[config.mk]
export PLATFORM = sky130hd
export DESIGN_NAME = reclock_ctl
export DESIGN_NICKNAME = d
export VERILOG_FILES = /design/src/reclock_ctl_pkg.sv /design/src/sample_fifo.sv /design/src/reclock_ctl.sv
export SDC_FILE = /design/constraint.sdc
export NUM_CORES = 1
export LEC_CHECK = 0
export BUFFER_PORTS_ARGS = -buffer_cell sky130_fd_sc_hd__buf_2
export CORE_MARGIN = 2
export CORE_UTILIZATION = 32
export CTS_CLUSTER_DIAMETER = 200
export DETAILED_ROUTE_END_ITERATION = 8
export PLACE_DENSITY_LB_ADDON = 0.25
export SYNTH_ARGS = -nofsm -noshare
export SYNTH_HDL_FRONTEND = slang
export SYNTH_SLANG_ARGS = --single-unit
export TNS_END_PERCENT = 1
[constraint.sdc]
create_clock -name clk_i -period 7.6 [get_ports clk_i]
set_input_delay 0.76 -clock clk_i [delete_from_list [all_inputs] [get_ports clk_i]]
set_output_delay 0.76 -clock clk_i [all_outputs]
set_load 0.03 [all_outputs]
[src/reclock_ctl_pkg.sv]
// Package: register map, field positions, reset values and codes for the output select control
package reclock_ctl_pkg;

    // Register offsets
    localparam logic [7:0] ADDR_STATUS_LOCK = 8'h01;
    localparam logic [7:0] ADDR_PIN_OVERRIDE = 8'h09;
    localparam logic [7:0] ADDR_DRV_CFG_A = 8'h11;
    localparam logic [7:0] ADDR_LEVEL_CTL = 8'h12;
    localparam logic [7:0] ADDR_DEEMPH = 8'h13;
    localparam logic [7:0] ADDR_MUTE_LEVEL = 8'h14;
    localparam logic [7:0] ADDR_RATE_VALUE = 8'h1c;
    localparam logic [7:0] ADDR_RATE_OVR = 8'h1d;
    localparam logic [7:0] ADDR_MANUAL_SEL = 8'h1e;
    localparam logic [7:0] ADDR_REF_STATUS = 8'h41;

    // Field positions
    localparam int LOCK_BIT = 4;
    localparam int OVERRIDE_BIT = 5;
    localparam int CM_LSB = 6;
    localparam int PD_A_BIT = 4;
    localparam int PD_B_BIT = 3;
    localparam int INV_BIT = 0;
    localparam int SWING_A_LSB = 6;
    localparam int SWING_B_LSB = 4;
    localparam int BYPASS_BIT = 2;
    localparam int MUTE_BIT = 1;
    localparam int CLK_EN_BIT = 0;
    localparam int DEEMPH_A_LSB = 6;
    localparam int DEEMPH_B_LSB = 4;
    localparam int MUTE_LEVEL_BIT = 7;
    localparam int RATE_LSB = 0;
    localparam int RATE_OVR_BIT = 0;
    localparam int SEL_A_LSB = 5;
    localparam int SEL_B_LSB = 3;
    localparam int REF_BIT = 3;

    // Reset values: largest swing, highest common mode, no de-emphasis
    localparam logic [7:0] RST_PIN_OVERRIDE = 8'h00;
    localparam logic [7:0] RST_DRV_CFG_A = 8'hc0;
    localparam logic [7:0] RST_LEVEL_CTL = 8'hf0;
    localparam logic [7:0] RST_DEEMPH = 8'h00;
    localparam logic [7:0] RST_MUTE_LEVEL = 8'h00;
    localparam logic [7:0] RST_RATE_VALUE = 8'h00;
    localparam logic [7:0] RST_RATE_OVR = 8'h00;
    localparam logic [7:0] RST_MANUAL_SEL = 8'h00;

    // Output source codes
    typedef enum logic [1:0] {
        SRC_MUTE = 2'b00,
        SRC_RECLOCKED = 2'b01,
        SRC_BYPASSED = 2'b10,
        SRC_CLOCK = 2'b11
    } out_src_t;

    // Rate selection codes
    localparam logic [1:0] RATE_AUTO_VIDEO = 2'b00;
    localparam logic [1:0] RATE_SD_ONLY = 2'b01;
    localparam logic [1:0] RATE_HD_3G = 2'b10;
    localparam logic [1:0] RATE_LOW = 2'b11;

endpackage : reclock_ctl_pkg

[src/sample_fifo.sv]
// Small synchronous FIFO with valid/ready on both sides
module sample_fifo #(
    parameter int WIDTH = 2,
    parameter int DEPTH = 8
) (
    input wire logic clk_i,
    input wire logic sys_rst_i,
    input wire logic [WIDTH-1:0] in_data_i,
    input wire logic in_valid_i,
    output logic in_ready_o,
    output logic [WIDTH-1:0] out_data_o,
    output logic out_valid_o,
    input wire logic out_ready_i
);
    localparam int AW = $clog2(DEPTH);

    logic [WIDTH-1:0] mem [DEPTH];
    logic [AW-1:0] wr_ptr;
    logic [AW-1:0] rd_ptr;
    logic [AW:0] count;
    logic push;
    logic pop;

    initial
    begin
        if (DEPTH < 2 || (DEPTH & (DEPTH - 1)) != 0)
            $error("DEPTH must be a power of two, at least 2");
    end

    assign in_ready_o = (count != (AW+1)'(DEPTH));
    assign out_valid_o = (count != '0);
    assign out_data_o = mem[rd_ptr];
    assign push = in_valid_i && in_ready_o;
    assign pop = out_valid_o && out_ready_i;

    // Storage write
    always_ff @(posedge clk_i)
    begin
        if (push)
            mem[wr_ptr] <= in_data_i;
    end

    // Pointers and occupancy
    always_ff @(posedge clk_i)
    begin
        if (sys_rst_i)
        begin
            wr_ptr <= '0;
            rd_ptr <= '0;
            count <= '0;
        end
        else
        begin
            if (push)
                wr_ptr <= wr_ptr + 1'b1;
            if (pop)
                rd_ptr <= rd_ptr + 1'b1;
            count <= count + (AW+1)'(push) - (AW+1)'(pop);
        end
    end

endmodule : sample_fifo

[src/reclock_ctl.sv]
// Output select and driver control for a serial video reclocker
// What this block does
// Per-output two-bit swing, largest by default
// Shared common-mode field, highest level default
// Per-output de-emphasis, off after reset
// Polarity invert bit flips both outputs
// Separate power-down bits per output
// Lock on pin and register, never in bypass
// Mute forces constant level, beats bypass
// Pin mode mute pin active low
// Register mute; mute level bit selects one
// Bypass sends raw data; clock output muted
// Unsupported rate forces automatic bypass
// Bypass from pin or register bit
// Clock output muted on bypass or unlock
// Clock enable from pin or register
// Default selection table without override
// Override selects manually; bypass still honoured
// Manual first output decode
// Manual second output decode
// Rate pins select allowed lock rates
// Rate register replaces pins when overridden
// Reference presence reported in register
// Mode pin: low pins, high registers
// Ascending code maps, documented reset defaults
// Selection recomputed from current inputs
module reclock_ctl (
    input wire logic clk_i,
    input wire logic sys_rst_i,
    // Mode and control pins
    input wire logic reg_mode_i,
    input wire logic mute_pin_n_i,
    input wire logic bypass_pin_i,
    input wire logic clock_out_enable_pin_i,
    input wire logic rate_pin_low_i,
    input wire logic rate_pin_high_i,
    // Status from the analog core
    input wire logic pll_locked_i,
    input wire logic rate_unsupported_i,
    input wire logic reference_present_i,
    // Register port
    input wire logic [7:0] reg_addr_i,
    input wire logic [7:0] reg_wdata_i,
    input wire logic reg_write_i,
    input wire logic reg_read_i,
    output logic [7:0] reg_rdata_o,
    output logic reg_rvalid_o,
    // Driver controls
    output logic [1:0] out_a_swing_o,
    output logic [1:0] out_b_swing_o,
    output logic [1:0] outputs_common_mode_o,
    output logic [1:0] out_a_deemphasis_o,
    output logic [1:0] out_b_deemphasis_o,
    output logic outputs_invert_o,
    output logic out_a_powerdown_o,
    output logic out_b_powerdown_o,
    output logic [1:0] out_a_source_o,
    output logic [1:0] out_b_source_o,
    output logic muted_level_o,
    output logic lock_o,
    output logic [1:0] rate_sel_o,
    output logic eye_monitor_allowed_o,
    // Selection change log, drained by the host side
    output logic [3:0] sel_log_data_o,
    output logic sel_log_valid_o,
    input wire logic sel_log_ready_i,
    output logic sel_log_overflow_o
);

    ////////////////////////////////////////////////////////////////////////
    // Register storage
    logic [7:0] pin_override;
    logic [7:0] drv_cfg_a;
    logic [7:0] level_ctl;
    logic [7:0] deemph;
    logic [7:0] mute_level;
    logic [7:0] rate_value;
    logic [7:0] rate_ovr;
    logic [7:0] manual_sel;

    // Register writes; reset values give the documented defaults
    always_ff @(posedge clk_i)
    begin
        if (sys_rst_i)
        begin
            pin_override <= reclock_ctl_pkg::RST_PIN_OVERRIDE;
            drv_cfg_a <= reclock_ctl_pkg::RST_DRV_CFG_A;
            level_ctl <= reclock_ctl_pkg::RST_LEVEL_CTL;
            deemph <= reclock_ctl_pkg::RST_DEEMPH;
            mute_level <= reclock_ctl_pkg::RST_MUTE_LEVEL;
            rate_value <= reclock_ctl_pkg::RST_RATE_VALUE;
            rate_ovr <= reclock_ctl_pkg::RST_RATE_OVR;
            manual_sel <= reclock_ctl_pkg::RST_MANUAL_SEL;
        end
        else if (reg_write_i)
        begin
            unique case (reg_addr_i)
                reclock_ctl_pkg::ADDR_PIN_OVERRIDE: pin_override <= reg_wdata_i;
                reclock_ctl_pkg::ADDR_DRV_CFG_A: drv_cfg_a <= reg_wdata_i;
                reclock_ctl_pkg::ADDR_LEVEL_CTL: level_ctl <= reg_wdata_i;
                reclock_ctl_pkg::ADDR_DEEMPH: deemph <= reg_wdata_i;
                reclock_ctl_pkg::ADDR_MUTE_LEVEL: mute_level <= reg_wdata_i;
                reclock_ctl_pkg::ADDR_RATE_VALUE: rate_value <= reg_wdata_i;
                reclock_ctl_pkg::ADDR_RATE_OVR: rate_ovr <= reg_wdata_i;
                reclock_ctl_pkg::ADDR_MANUAL_SEL: manual_sel <= reg_wdata_i;
                default: ; // Read-only and unmapped writes are dropped
            endcase
        end
    end

    ////////////////////////////////////////////////////////////////////////
    // Effective control levels
    logic override_on;
    logic eff_mute;
    logic eff_bypass;
    logic eff_clk_en;
    logic eff_lock;

    // Override only exists in register mode
    assign override_on = reg_mode_i && pin_override[reclock_ctl_pkg::OVERRIDE_BIT];
    // Pin mode uses pins only; override makes register mute a no-op
    assign eff_mute = reg_mode_i
        ? (!override_on && level_ctl[reclock_ctl_pkg::MUTE_BIT])
        : !mute_pin_n_i;
    // Register bypass still acts under override
    assign eff_bypass = (reg_mode_i ? level_ctl[reclock_ctl_pkg::BYPASS_BIT]
        : bypass_pin_i) || rate_unsupported_i;
    assign eff_clk_en = reg_mode_i
        ? (!override_on && level_ctl[reclock_ctl_pkg::CLK_EN_BIT])
        : clock_out_enable_pin_i;
    // Lock indication held low in bypass
    assign eff_lock = pll_locked_i && !eff_bypass;

    ////////////////////////////////////////////////////////////////////////
    // Output source selection, pure function of present inputs
    // Table-driven choice when override is clear
    function automatic logic [3:0] auto_select(input logic mute, input logic byp,
                                               input logic clk_en, input logic lock);
        reclock_ctl_pkg::out_src_t a;
        reclock_ctl_pkg::out_src_t b;
        a = reclock_ctl_pkg::SRC_BYPASSED;
        b = reclock_ctl_pkg::SRC_BYPASSED;
        if (mute)
        begin
            a = reclock_ctl_pkg::SRC_MUTE;
            b = reclock_ctl_pkg::SRC_MUTE;
        end
        else if (byp || !lock)
        begin
            a = reclock_ctl_pkg::SRC_BYPASSED;
            b = clk_en ? reclock_ctl_pkg::SRC_MUTE : reclock_ctl_pkg::SRC_BYPASSED;
        end
        else
        begin
            a = reclock_ctl_pkg::SRC_RECLOCKED;
            b = clk_en ? reclock_ctl_pkg::SRC_CLOCK : reclock_ctl_pkg::SRC_RECLOCKED;
        end
        return {a, b};
    endfunction : auto_select

    // Manual field decode; bypass turns reclocked data into raw data on both
    function automatic logic [3:0] manual_select(input logic [1:0] sa, input logic [1:0] sb,
                                                 input logic byp, input logic lock);
        reclock_ctl_pkg::out_src_t a;
        reclock_ctl_pkg::out_src_t b;
        unique case (sa)
            2'b01: a = reclock_ctl_pkg::SRC_BYPASSED;
            2'b10: a = reclock_ctl_pkg::SRC_MUTE;
            default: a = lock ? reclock_ctl_pkg::SRC_RECLOCKED
                : reclock_ctl_pkg::SRC_BYPASSED;
        endcase
        unique case (sb)
            2'b00: b = lock ? reclock_ctl_pkg::SRC_CLOCK : reclock_ctl_pkg::SRC_MUTE;
            2'b01: b = lock ? reclock_ctl_pkg::SRC_RECLOCKED
                : reclock_ctl_pkg::SRC_BYPASSED;
            2'b10: b = reclock_ctl_pkg::SRC_MUTE;
            default: b = reclock_ctl_pkg::SRC_BYPASSED;
        endcase
        // Bypass replaces reclocked data; clock still turns to mute
        if (byp && a == reclock_ctl_pkg::SRC_RECLOCKED)
            a = reclock_ctl_pkg::SRC_BYPASSED;
        if (byp && b == reclock_ctl_pkg::SRC_RECLOCKED)
            b = reclock_ctl_pkg::SRC_BYPASSED;
        return {a, b};
    endfunction : manual_select

    logic [3:0] next_sel;

    assign next_sel = override_on
        ? manual_select(manual_sel[reclock_ctl_pkg::SEL_A_LSB +: 2],
                        manual_sel[reclock_ctl_pkg::SEL_B_LSB +: 2], eff_bypass, eff_lock)
        : auto_select(eff_mute, eff_bypass, eff_clk_en, eff_lock);

    ////////////////////////////////////////////////////////////////////////
    // Rate selection
    logic [1:0] next_rate;

    // Pins stay in charge until the rate override bit is set in register mode
    assign next_rate = (reg_mode_i && rate_ovr[reclock_ctl_pkg::RATE_OVR_BIT])
        ? rate_value[reclock_ctl_pkg::RATE_LSB +: 2]
        : {rate_pin_high_i, rate_pin_low_i};

    ////////////////////////////////////////////////////////////////////////
    // Registered outputs
    // Driver settings and selection, one cycle behind the inputs
    always_ff @(posedge clk_i)
    begin
        if (sys_rst_i)
        begin
            out_a_swing_o <= 2'h3;
            out_b_swing_o <= 2'h3;
            outputs_common_mode_o <= 2'h3;
            out_a_deemphasis_o <= 2'h0;
            out_b_deemphasis_o <= 2'h0;
            outputs_invert_o <= 1'b0;
            out_a_powerdown_o <= 1'b0;
            out_b_powerdown_o <= 1'b0;
            out_a_source_o <= reclock_ctl_pkg::SRC_MUTE;
            out_b_source_o <= reclock_ctl_pkg::SRC_MUTE;
            muted_level_o <= 1'b0;
            lock_o <= 1'b0;
            rate_sel_o <= reclock_ctl_pkg::RATE_AUTO_VIDEO;
            eye_monitor_allowed_o <= 1'b0;
        end
        else
        begin
            out_a_swing_o <= level_ctl[reclock_ctl_pkg::SWING_A_LSB +: 2];
            out_b_swing_o <= level_ctl[reclock_ctl_pkg::SWING_B_LSB +: 2];
            outputs_common_mode_o <= drv_cfg_a[reclock_ctl_pkg::CM_LSB +: 2];
            out_a_deemphasis_o <= deemph[reclock_ctl_pkg::DEEMPH_A_LSB +: 2];
            out_b_deemphasis_o <= deemph[reclock_ctl_pkg::DEEMPH_B_LSB +: 2];
            outputs_invert_o <= drv_cfg_a[reclock_ctl_pkg::INV_BIT];
            out_a_powerdown_o <= drv_cfg_a[reclock_ctl_pkg::PD_A_BIT];
            out_b_powerdown_o <= drv_cfg_a[reclock_ctl_pkg::PD_B_BIT];
            out_a_source_o <= next_sel[3:2];
            out_b_source_o <= next_sel[1:0];
            // Pin mode has no way to pick the high mute level
            muted_level_o <= reg_mode_i && mute_level[reclock_ctl_pkg::MUTE_LEVEL_BIT];
            lock_o <= eff_lock;
            rate_sel_o <= next_rate;
            eye_monitor_allowed_o <= !eff_bypass;
        end
    end

    ////////////////////////////////////////////////////////////////////////
    // Register read path
    // Reads answer one cycle later; unmapped reads return zero
    always_ff @(posedge clk_i)
    begin
        if (sys_rst_i)
        begin
            reg_rdata_o <= 8'h00;
            reg_rvalid_o <= 1'b0;
        end
        else
        begin
            reg_rvalid_o <= reg_read_i;
            reg_rdata_o <= 8'h00;
            if (reg_read_i)
            begin
                unique case (reg_addr_i)
                    reclock_ctl_pkg::ADDR_STATUS_LOCK:
                        reg_rdata_o <= 8'(eff_lock) << reclock_ctl_pkg::LOCK_BIT;
                    reclock_ctl_pkg::ADDR_PIN_OVERRIDE: reg_rdata_o <= pin_override;
                    reclock_ctl_pkg::ADDR_DRV_CFG_A: reg_rdata_o <= drv_cfg_a;
                    reclock_ctl_pkg::ADDR_LEVEL_CTL: reg_rdata_o <= level_ctl;
                    reclock_ctl_pkg::ADDR_DEEMPH: reg_rdata_o <= deemph;
                    reclock_ctl_pkg::ADDR_MUTE_LEVEL: reg_rdata_o <= mute_level;
                    reclock_ctl_pkg::ADDR_RATE_VALUE: reg_rdata_o <= rate_value;
                    reclock_ctl_pkg::ADDR_RATE_OVR: reg_rdata_o <= rate_ovr;
                    reclock_ctl_pkg::ADDR_MANUAL_SEL: reg_rdata_o <= manual_sel;
                    reclock_ctl_pkg::ADDR_REF_STATUS:
                        reg_rdata_o <= 8'(reference_present_i)
                            << reclock_ctl_pkg::REF_BIT;
                    default: reg_rdata_o <= 8'h00;
                endcase
            end
        end
    end

    ////////////////////////////////////////////////////////////////////////
    // Selection change log through the FIFO
    logic [3:0] last_sel;
    logic log_push;
    logic log_ready;
    logic [3:0] fifo_data;
    logic fifo_valid;
    logic out_taken;

    // A change is logged only if it fits; losses are flagged, not hidden
    assign log_push = (next_sel != last_sel);

    always_ff @(posedge clk_i)
    begin
        if (sys_rst_i)
        begin
            last_sel <= 4'h0;
            sel_log_overflow_o <= 1'b0;
        end
        else
        begin
            last_sel <= next_sel;
            if (log_push && !log_ready)
                sel_log_overflow_o <= 1'b1;
        end
    end

    sample_fifo #(.WIDTH(4), .DEPTH(8)) u_log_fifo (
        .clk_i(clk_i),
        .sys_rst_i(sys_rst_i),
        .in_data_i(next_sel),
        .in_valid_i(log_push),
        .in_ready_o(log_ready),
        .out_data_o(fifo_data),
        .out_valid_o(fifo_valid),
        .out_ready_i(out_taken)
    );

    // Output stage register keeps the log outputs flop-driven
    assign out_taken = fifo_valid && (!sel_log_valid_o || sel_log_ready_i);

    always_ff @(posedge clk_i)
    begin
        if (sys_rst_i)
        begin
            sel_log_valid_o <= 1'b0;
            sel_log_data_o <= 4'h0;
        end
        else if (!sel_log_valid_o || sel_log_ready_i)
        begin
            sel_log_valid_o <= fifo_valid;
            sel_log_data_o <= fifo_data;
        end
    end

    ////////////////////////////////////////////////////////////////////////
    // Checks
    property p_lock_not_in_bypass;
        @(posedge clk_i) disable iff (sys_rst_i)
        (reg_mode_i && level_ctl[reclock_ctl_pkg::BYPASS_BIT]) |=> !lock_o;
    endproperty
    a_lock_not_in_bypass: assert property (p_lock_not_in_bypass)
        else $error("lock shown during bypass");
    property p_mute_wins;
        @(posedge clk_i) disable iff (sys_rst_i)
        (!reg_mode_i && !mute_pin_n_i) |=> (out_a_source_o == 2'b00 && out_b_source_o == 2'b00);
    endproperty
    a_mute_wins: assert property (p_mute_wins)
        else $error("outputs not muted");
    property p_clock_muted_unlocked;
        @(posedge clk_i) disable iff (sys_rst_i)
        (!override_on && eff_clk_en && !eff_mute && !pll_locked_i) |=> out_b_source_o == 2'b00;
    endproperty
    a_clock_muted_unlocked: assert property (p_clock_muted_unlocked)
        else $error("clock output not muted");
    property p_unsupported_bypass;
        @(posedge clk_i) disable iff (sys_rst_i)
        (rate_unsupported_i && !eff_mute && !override_on) |=> out_a_source_o == 2'b10;
    endproperty
    a_unsupported_bypass: assert property (p_unsupported_bypass)
        else $error("no auto bypass");
    property p_manual_a_mute;
        @(posedge clk_i) disable iff (sys_rst_i)
        (override_on && manual_sel[6:5] == 2'b10) |=> out_a_source_o == 2'b00;
    endproperty
    a_manual_a_mute: assert property (p_manual_a_mute)
        else $error("manual first output not muted");
    property p_manual_b_clock;
        @(posedge clk_i) disable iff (sys_rst_i)
        (override_on && manual_sel[4:3] == 2'b00 && eff_lock) |=> out_b_source_o == 2'b11;
    endproperty
    a_manual_b_clock: assert property (p_manual_b_clock)
        else $error("manual clock not selected");
    property p_rate_override;
        @(posedge clk_i) disable iff (sys_rst_i)
        (reg_mode_i && rate_ovr[0]) |=> rate_sel_o == $past(rate_value[1:0]);
    endproperty
    a_rate_override: assert property (p_rate_override)
        else $error("rate register ignored");
    property p_rate_pins;
        @(posedge clk_i) disable iff (sys_rst_i)
        !reg_mode_i |=> rate_sel_o == $past({rate_pin_high_i, rate_pin_low_i});
    endproperty
    a_rate_pins: assert property (p_rate_pins)
        else $error("rate pins ignored");
    property p_ref_read;
        @(posedge clk_i) disable iff (sys_rst_i)
        (reg_read_i && reg_addr_i == 8'h41) |=>
            (reg_rvalid_o && reg_rdata_o[3] == $past(reference_present_i));
    endproperty
    a_ref_read: assert property (p_ref_read)
        else $error("reference flag read wrong");

    c_reclocked_clock: cover property (@(posedge clk_i) disable iff (sys_rst_i)
        out_a_source_o == 2'b01 && out_b_source_o == 2'b11);
    c_manual_mode: cover property (@(posedge clk_i) disable iff (sys_rst_i) override_on);
    c_log_full: cover property (@(posedge clk_i) disable iff (sys_rst_i) !log_ready);

endmodule : reclock_ctl

### Word level (Yosys, flattened, before mapping)

Memory sizes are Yosys's and may differ from the RTL's. A register that Yosys moved wholly into a read port is not among the register bits.
Index checks and enable logic that the tools add are counted.

| storage, ports and cells | value |
|---|---|
| register bits after elaboration | 111 |
| memory bits (writable) | 32 |
| input port bits | 30 |
| word-level logic and storage cells | 106 |
| memories | 1 |

| operators by class | value |
|---|---|
| $add $sub $neg | 4 |
| equal/unequal tests | 18 |
| multiplexer cells | 20 |
| bitwise logic cells | 1 |
| reductions and logical operators | 32 |

Memory list:

| name | words | bits a word | read ports | clocked after Yosys merged registers in | write ports | RTL line | source |
|---|---|---|---|---|---|---|---|
| u_log_fifo.mem | 8 | 4 | 1 | 1 | 1 | sample_fifo.sv:17 | `logic [WIDTH-1:0] mem [DEPTH];` |

Operator list:

| operator | count |
|---|---|
| one-hot mux 8 bit (10 select lines) | 1 |
| equality test 8 x 5 -> 1 bit, second input constant | 7 |
| two-way mux 2 bit | 11 |
| AND reduction 2 bit | 8 |
| logical AND 1 bit | 12 |
| equality test 2 x 1 -> 1 bit, second input constant | 4 |
| equality test 8 x 1 -> 1 bit, second input constant | 1 |
| equality test 8 x 4 -> 1 bit, second input constant | 1 |
| equality test 8 x 7 -> 1 bit, second input constant | 1 |
| adder 3 x 1 -> 3 bit, second input constant | 2 |
| logical NOT 1 bit | 6 |
| one-hot mux 2 bit (3 select lines) | 1 |
| two-way mux 1 bit | 5 |
| adder 4 x 1 -> 4 bit | 1 |
| equality test 2 bit, second input constant | 2 |
| two-way mux 4 bit | 1 |
| != test 4 bit | 1 |
| != test 4 bit, second input constant | 1 |
| one-hot mux 2 bit (2 select lines) | 1 |
| nonzero test 4 bit | 1 |
| subtractor 4 x 1 -> 4 bit | 1 |
| logical OR 1 bit | 3 |
| logical NOT 2 bit | 1 |
| OR reduction 2 bit | 1 |
| NOT 1 bit | 1 |

### Depth between registers and ports, before layout

Gate-level depths: netlist of run 1.

| logic depth | value |
|---|---|
| depth in word-level cells | 14 |
| mapped depth | 13 |
| mapped depth without buffers | 12 |

### Modules after synthesis

From an unflattened synthesis of run 1, not the netlist that was laid out.

| second synthesis, totals | value |
|---|---|
| cell total of the unflattened synthesis | 615 |
| area total of the unflattened synthesis | 6107.1 um^2 |

Modules (own cells, without submodules):

| module | times used | cells each | area an instance (um^2) |
|---|---|---|---|
| reclock_ctl | 1 | 489 | 4187.8 |
| sample_fifo | 1 | 126 | 1919.3 |

### Worst setup path before layout of run 1

OpenSTA, ideal clock, no wires.

| path | value |
|---|---|
| kind | input to register |
| start point | input reg_mode_i |
| end point | register u_log_fifo.count[1] |
| library setup time | 67 ps |
| arrival time | 2898 ps |
| path slack | 4636 ps |
| stages | 11 |
| buffers on the path | 2 |
| cell sequence | buf_6 mux2_4 or3_1 a211o_1 o211ai_2 a21oi_2 buf_6 ha_1 inv_1 fa_1 nor2_1 |

| on the way | value |
|---|---|
| word-level cells in the longest chain between the ends | 14 |
| elaborated cells on any way between the ends | 33 |

RTL lines:

| element | RTL line | source |
|---|---|---|
| from (decl) | reclock_ctl.sv:31 | `input wire logic reg_mode_i,` |
| two-way mux 1 bit | reclock_ctl.sv:126 | `assign eff_bypass = (reg_mode_i ? level_ctl[reclock_ctl_pkg::BYPASS_BIT]` |
| logical OR 1 bit | reclock_ctl.sv:127 | `: bypass_pin_i) \|\| rate_unsupported_i;` |
| logical NOT 1 bit | reclock_ctl.sv:132 | `assign eff_lock = pll_locked_i && !eff_bypass;` |
| logical AND 1 bit | reclock_ctl.sv:132 |  |
| two-way mux 2 bit, on equally long branches | reclock_ctl.sv:169, reclock_ctl.sv:174, reclock_ctl.sv:173 |  |
| one-hot mux 2 bit (3 select lines) or one-hot mux 2 bit (2 select lines) (tied branches) | reclock_ctl.sv:172, reclock_ctl.sv:166 |  |
| equality test 2 x 1 -> 1 bit, on equally long branches | reclock_ctl.sv:182, reclock_ctl.sv:180 |  |
| logical AND 1 bit, on equally long branches | reclock_ctl.sv:182, reclock_ctl.sv:180 |  |
| two-way mux 2 bit, on equally long branches | reclock_ctl.sv:182, reclock_ctl.sv:180 |  |
| two-way mux 4 bit * | reclock_ctl.sv:190 | `? manual_select(manual_sel[reclock_ctl_pkg::SEL_A_LSB +: 2],` |
| != test 4 bit * | reclock_ctl.sv:291 | `assign log_push = (next_sel != last_sel);` |
| logical AND 1 bit * | sample_fifo.sv:33 | `assign push = in_valid_i && in_ready_o;` |
| via u_log_fifo.push | sample_fifo.sv:21 | `logic push;` |
| adder 4 x 1 -> 4 bit * | sample_fifo.sv:58 | `count <= count + (AW+1)'(push) - (AW+1)'(pop);` |
| subtractor 4 x 1 -> 4 bit * | sample_fifo.sv:58 |  |
| to (signal assigned) | sample_fifo.sv:58 |  |
| to (decl) | sample_fifo.sv:20 | `logic [AW:0] count;` |

The timed path passes the listed nets; every way through them passes the cells marked *.
A chain may end at the register's enable or synchronous reset.

### Final worst setup path of run 1

| path | value |
|---|---|
| start point | input reg_mode_i |
| end point | register u_log_fifo.count[2] |

| on the way | value |
|---|---|
| word-level cells in the longest chain between the ends | 14 |
| elaborated cells on any way between the ends | 33 |

RTL lines:

| element | RTL line |
|---|---|
| two-way mux 1 bit | reclock_ctl.sv:126 |
| logical OR 1 bit | reclock_ctl.sv:127 |
| logical NOT 1 bit | reclock_ctl.sv:132 |
| logical AND 1 bit | reclock_ctl.sv:132 |
| two-way mux 2 bit, on equally long branches | reclock_ctl.sv:169, reclock_ctl.sv:174, reclock_ctl.sv:173 |
| one-hot mux 2 bit (3 select lines) or one-hot mux 2 bit (2 select lines) (tied branches) | reclock_ctl.sv:172, reclock_ctl.sv:166 |
| equality test 2 x 1 -> 1 bit, on equally long branches | reclock_ctl.sv:182, reclock_ctl.sv:180 |
| logical AND 1 bit, on equally long branches | reclock_ctl.sv:182, reclock_ctl.sv:180 |
| two-way mux 2 bit, on equally long branches | reclock_ctl.sv:182, reclock_ctl.sv:180 |
| two-way mux 4 bit * | reclock_ctl.sv:190 |
| != test 4 bit * | reclock_ctl.sv:291 |
| logical AND 1 bit * | sample_fifo.sv:33 |
| adder 4 x 1 -> 4 bit * | sample_fifo.sv:58 |
| subtractor 4 x 1 -> 4 bit * | sample_fifo.sv:58 |

Mark *: on every way between the ends. The rest lies on a longest branch, timed or not.

==> metrics, run 1 <==
status=completed; drt drc=0; setup_tns=0 ns; commonest non-fill, non-tap cell in the layout=dfxtp_1; post-detailed-route count of antenna-violating nets=0; commonest cells after routing, fill and taps aside=dfxtp_1 (111), nor2_1 (70), buf_2 (65); total global-route track usage=15.6%; total power=0.00211 W; vias in the first global route=4391; crit path time final=3.18 ns; GPL Wtd Cong=0.821; Layout Nets=690; Resize count post-CTS=0; Routed wire per std cell=16.8 µm; via/cell ratio=5.00; Hold Slack=0.457 ns; Area growth syn-to-layout=17.9%; Skew-Pair Late Insertion Delay=0.43 ns; top sig layer=met4; TritonCTS Buffers=17; Worst setup SP type=input port; Root Driver=clkbuf_16; worst slew pin tran=1.10 ns; f_max=315 MHz; mapped cell area=6210 µm²; Syn Inst Count=605; Die ar.=20500 µm²; fraction of registers with async set or reset after synthesis=0%; Max FO, Critical Path=18; drt pass-1 iters=5; worst path required time=7.86 ns; Met1 Wirelength=7450 µm; DR WL met3=813 µm; cell area power density=289 nW/µm²; Die Ht=143 µm; DR iter-0 viols=315; Setup WS pre-CTS=3.95 ns; synthesized flop and latch total=143; largest net degree at the start of global routing=107; share of cells above drive strength 1=20.8%; die width=143 µm; Distinct cells, synth=72; CTS tree=yes; Data arrival, critical path=3.44 ns; post-CTS setup buffer count=0; Final HPWL DP=10600 µm; unrepaired setup endpoints after global routing=no; fillers=1882; Initial Util=32.9%; gr ovfl total=0; syn nets=645; first-pass GRT wire length=24300 µm; Leakage=2.94 nW; hold crit path type=reg2reg; Clock Tree Buf Depth=2; Synth area leaders=dfxtp_1 (36%), edfxtp_1 (15%), mux2i_1 (6.1%); syn avg cell area=10.3 µm²; diode count=0; CTS clk-pin slew, worst paths=0.06 ns; Worst Slack Setup Final=4.42 ns; htree depth=4; routed wire length=15500 µm; number of warnings issued by yosys=0; period utilization=41.8%; Core Rows=50; area leader, netlist=dfxtp_1; vias=4613; cts-stage hold buffer count=0; Final Max Tran Viols=0; Setup Viol. Count Final=0; Post-synth top flop=dfxtp_1; Slew headroom=26.7%; total I/O pin count=67; Seq/Total Area, Yosys=51.2%; Post-synth EDFFs=32; initial antenna violation count=0; Final Hold Viols=0; WS Path Type=in2reg; port bufs=66; Max Clock Skew=0.0145 ns; CP Capture Type=flip-flop; Core Area=18900 µm²; DR WL met2=6960 µm; clock sinks=143; Synth top area share=35.8%; peak supply drop=169 µV; max-cap violation count=0
-- registers in the layout, indices dropped and copies added (netlist names), 2 cells and up --
name and flops:
out_a_swing_o 2, mute_level 8, rate_sel_o 2, u_log_fifo.wr_ptr 3, rate_value 8, u_log_fifo.mem 32, deemph 8, outputs_common_mode_o 2
u_log_fifo.count 4, level_ctl 8, sel_log_data_o 4, manual_sel 8, drv_cfg_a 8, reg_rdata_o 8, out_b_deemphasis_o 2, out_a_source_o 2
u_log_fifo.rd_ptr 3, out_a_deemphasis_o 2, rate_ovr 8, pin_override 8, out_b_swing_o 2
-- worst max-delay path, cell delays in order --
cell       delay, ns
buf_2           0.32
mux2i_4         0.34
nand2_2         0.14
o21ai_0         0.37
a2111oi_4       0.16
a21oi_2         0.41
ha_1            0.26
inv_1           0.06
fa_1            0.40
xor2_1          0.16
nor2_1          0.06
-- layer usage --
metal / vias to the layer above / global-route usage [%]
met4: 0 / 5.78
met1: 2217 / 21.6
li1: 2257 / -
met3: 18 / 3.83
met5: - / 0
met2: 121 / 23.5
-- per-stage QoR --
stage          util [%]  instances  cell area (µm²)
3_3_place_gp       35.5        891             6700
6_report           38.8        923             7320
2_1_floorplan         -        605             6210
5_1_grt            38.8        923             7320
4_1_cts            38.8        923             7320
3_5_place_dp       35.5        891             6700
-- power by group --
part,internal (W),switching (W)
Sequential,0.000842,0.0000486
Combinational,0.000153,0.000196
Clock,0.000543,0.000330
Total,0.00154,0.000574
-- final cells by class --
type	count	area (µm²)	share of cell area, %
multi-input combinational	405	2780	38.0
clock inverter	10	118	1.61
timing repair buffer	69	355	4.85
clock buffer	22	507	6.92
sequential	143	3180	43.5
tap	260	325	4.44
inverter	14	52.6	0.718
-- path summary, 6_finish.rpt --
| path | startpoint | end | slack (ns) | cells past startpoint |
|---|---|---|---|---|
| setup reg to reg | manual_sel[6]$_SDFFE_PP0P_ | u_log_fifo.count[2]$_SDFF_PP0_ | 4.48 | 12 |
| hold / removal | mute_level[5]$_SDFFE_PP0P_ | mute_level[5]$_SDFFE_PP0P_ | 0.46 | 2 |
| setup / recovery | reg_mode_i | u_log_fifo.count[2]$_SDFF_PP0_ | 4.42 | 11 |
| hold reg to reg | mute_level[5]$_SDFFE_PP0P_ | mute_level[5]$_SDFFE_PP0P_ | 0.46 | 2 |
-- Yosys cell counts (4+ instances only) --
cell / count
nor2b_1: 16
a22o_1: 12
mux4_2: 8
nor3_1: 4
nor2_1: 70
inv_1: 14
ha_1: 9
edfxtp_1: 32
clkbuf_1: 27
a21oi_1: 40
buf_2: 11
mux2_2: 8
and3_1: 4
a211oi_1: 5
o21ai_0: 5
nand3_1: 32
dfxtp_1: 111
a222oi_1: 7
nand2b_1: 9
a211o_1: 9
mux2i_1: 38
a31oi_1: 10
nand2_1: 54
or2_2: 6
-- kinds of logic after synthesis --
family / after synthesis / synth area share [%]
and+or+nand+nor: 225 / 18.3
DFF: 143 / 51.2
AOI/OAI and AO/OA: 107 / 12.2
muxes: 58 / 11.4
buffers and inverters: 57 / 3.97
adders and majority gates: 10 / 2.14
xor gates and xnor gates: 5 / 0.705
(Power assumes the default switching activity.)
==> run 2: changes to the inputs <==
==> constraint.sdc (replaced) <==
create_clock -name clk_i -period 2.6 [get_ports clk_i]
set_input_delay 0.26 -clock clk_i [delete_from_list [all_inputs] [get_ports clk_i]]
set_output_delay 0.26 -clock clk_i [all_outputs]
set_load 0.03 [all_outputs]
==> run 2 against run 1 <==
The run now ends with negative setup slack left. Cell area grew 2.8%. Non-clock buffer count grew 29. Hold slack lost 0.41 ns. Critical path depth grew 1. Register-to-register slack lost 4.5 ns. Highest routed layer unchanged.
==> metrics, run 2 (synthesis gave the netlist of run 1 again) <==
GPL Wtd Cong=0.885 (+7.7%); clock sinks=143 (unchanged); failing checks=negative setup slack; drt pass-1 iters=5 (unchanged); drt drc=0 (unchanged); gr ovfl total=0 (unchanged); Most flops, register=u_log_fifo.mem; Setup WS pre-CTS=-0.159 ns (-4.11 ns); WS Path Type=reg2reg; Clock Tree Buf Depth=2 (unchanged); Die ar.=20500 µm² (unchanged); Hold Slack=0.0502 ns (-0.406 ns); Leakage=3.05 nW (+3.8%); Data arrival, critical path=2.90 ns (-0.54 ns); cell count along the critical path=12 (+1); port bufs=66 (unchanged); CTS tree=yes; Worst Slack Setup Final=-0.0281 ns (-4.45 ns); Root Driver=clkbuf_16; Final Max Tran Viols=0 (unchanged); die width=143 µm (unchanged); Slew headroom=48.7% (+22 points); post-detailed-route count of antenna-violating nets=0 (unchanged); Routed wire per std cell=17.1 µm (+2.2%); f_max=381 MHz; family with the most delay on the worst path=compound AO/OA/AOI/OAI gates; commonest cells after routing, fill and taps aside=dfxtp_1 (109), nor2_1 (70), buf_2 (65); TritonCTS Buffers=17 (unchanged); total I/O pin count=67 (unchanged); critical path's largest stage delay=0.38 ns (-0.03 ns); vias in the first global route=4719 (+7.5%); Area growth syn-to-layout=21.2%; worst path required time=2.87 ns (-4.99 ns); worst hold stages=2 (unchanged); Max Clock Skew=0.0101 ns (-0.00437 ns); CP Launch Point=manual_sel[6]$_SDFFE_PP0P_; via/cell ratio=5.08 (+1.7%); peak supply drop=520 µV (+210%); Setup Viol. Count Final=2 (+2); status=finished, violations left; total global-route track usage=16.3% (+0.69 points); Register-to-Register Path Depth=12 (unchanged); DR iter-0 viols=428 (+36%); final core utilization=39.8% (+1.1 points); initial antenna violation count=0 (unchanged); period utilization=101%; R2R Setup Slk=-0.03 ns (-4.51 ns); dpl cells=920 (+3.3%); Layout Nets=719 (+4.2%); Max FO, Critical Path=5 (-13); fillers=1877 (-0.27%); Skew-Pair Late Insertion Delay=0.42 ns (about the same); htree depth=4 (unchanged); CTS clk-pin slew, worst paths=0.06 ns (about the same); cell area power density=801 nW/µm² (+180%); Initial Util=32.9% (unchanged); first-pass GRT wire length=25500 µm (+4.9%); Final Hold Viols=0 (unchanged); Finished Layout Cells=951 (+3.0%); CP cell instances=inv_2, ha_4, and4bb_2, nand2b_1, a311o_1, a2111oi_4, a21oi_2, ha_4, a21o_1, a21oi_2, xnor2_1, nor2_1; crit path time final=2.63 ns; CP bufs+invs=1 (-1); CP Capture Type=flip-flop; Worst setup SP type=flip-flop; largest net degree at the start of global routing=55 (-49%); commonest non-fill, non-tap cell in the layout=dfxtp_1; share of cells above drive strength 1=26.0% (+5.2 points); diode count=0 (unchanged); worst r2r src=manual_sel[6]$_SDFFE_PP0P_; Core Area=18900 µm² (unchanged); max reg flops=32 (unchanged); slowest CP cell=a2111oi_4; max-cap violation count=0 (unchanged); crit path capture=u_log_fifo.count[3]$_SDFF_PP0_; worst slew pin tran=0.765 ns (-0.334 ns); Final HPWL DP=11400 µm (+7.9%); vias=4834 (+4.8%); RR Endpoint=u_log_fifo.count[3]$_SDFF_PP0_; Core Rows=50 (unchanged); unrepaired setup endpoints after global routing=yes; hold crit path type=in2reg; routed wire length=16300 µm (+5.3%); Die Ht=143 µm (unchanged)
==> run 2: cell type report <==
cell class                 count  area, µm²  area share, %
clock inverter                 9       85.1           1.13
tap                          260        325           4.32
sequential                   143       3190           42.3
multi-input combinational    405       2830           37.6
clock buffer                  22        477           6.33
inverter                      14       52.6          0.698
timing repair buffer          98        573           7.61
==> run 2: worst min path at each step <==
stage | slack (ns) | start | endpoint
global route | 0.05 | rate_unsupported_i | eye_monitor_allowed_o$_SDFF_PP0_
finish | 0.05 | rate_unsupported_i | eye_monitor_allowed_o$_SDFF_PP0_
floorplan | 0.34 | rate_unsupported_i | eye_monitor_allowed_o$_SDFF_PP0_
detailed placement | 0.45 | pin_override[7]$_SDFFE_PP0P_ | pin_override[7]$_SDFFE_PP0P_
global placement | 0.44 | rate_value[2]$_SDFFE_PP0P_ | rate_value[2]$_SDFFE_PP0P_
CTS | 0.03 | rate_unsupported_i | eye_monitor_allowed_o$_SDFF_PP0_
==> run 2: timing repair <==
item,4_1_cts,5_1_grt
setup endpoints to repair,11,35
hold buffers,0,0
resized for setup,2,6
setup buffers,0,0
pin swaps,1,1
==> run 2: stage by stage <==
step | total power, W | TNS [ns] | cell area [µm²]
after floorplan | 0.00346 | 0 | 6240
after global placement | 0.00373 | 0 | 6950
after detailed placement | 0.00377 | -0.827 | 6950
after CTS | 0.00609 | -0.0776 | 7520
after global routing | 0.00635 | -1.88 | 7530
final | 0.00603 | -0.0396 | 7530
==> run 2: where the power goes <==
group          switching (W)  total (W)  internal, W
sequential          0.000146    0.00261      0.00246
clock               0.000917    0.00231      0.00140
combinational       0.000594    0.00111     0.000514
total                0.00166    0.00603      0.00437
==> run 2: per-layer routing <==
layer | global-route usage [%] | vias to the layer above | part of all wire (%)
met4 | 7.12 | 0 | 2.7
met1 | 22.3 | 2340 | 47
met3 | 3.33 | 26 | 5.7
li1 | - | 2314 | -
met2 | 24.9 | 154 | 45
met5 | 0 | - | 0
==> run 2: worst reg2reg max path: cells and delay by family, from the launching register on <==
family	cells	cell delay, ns
AO/OA/AOI/OAI	5	1.16
adder cells (fa/ha/maj)	2	0.41
AND/OR/NAND/NOR	3	0.41
flip-flops	1	0.33
XOR/XNOR	1	0.13
buffers and inverters	1	0.04
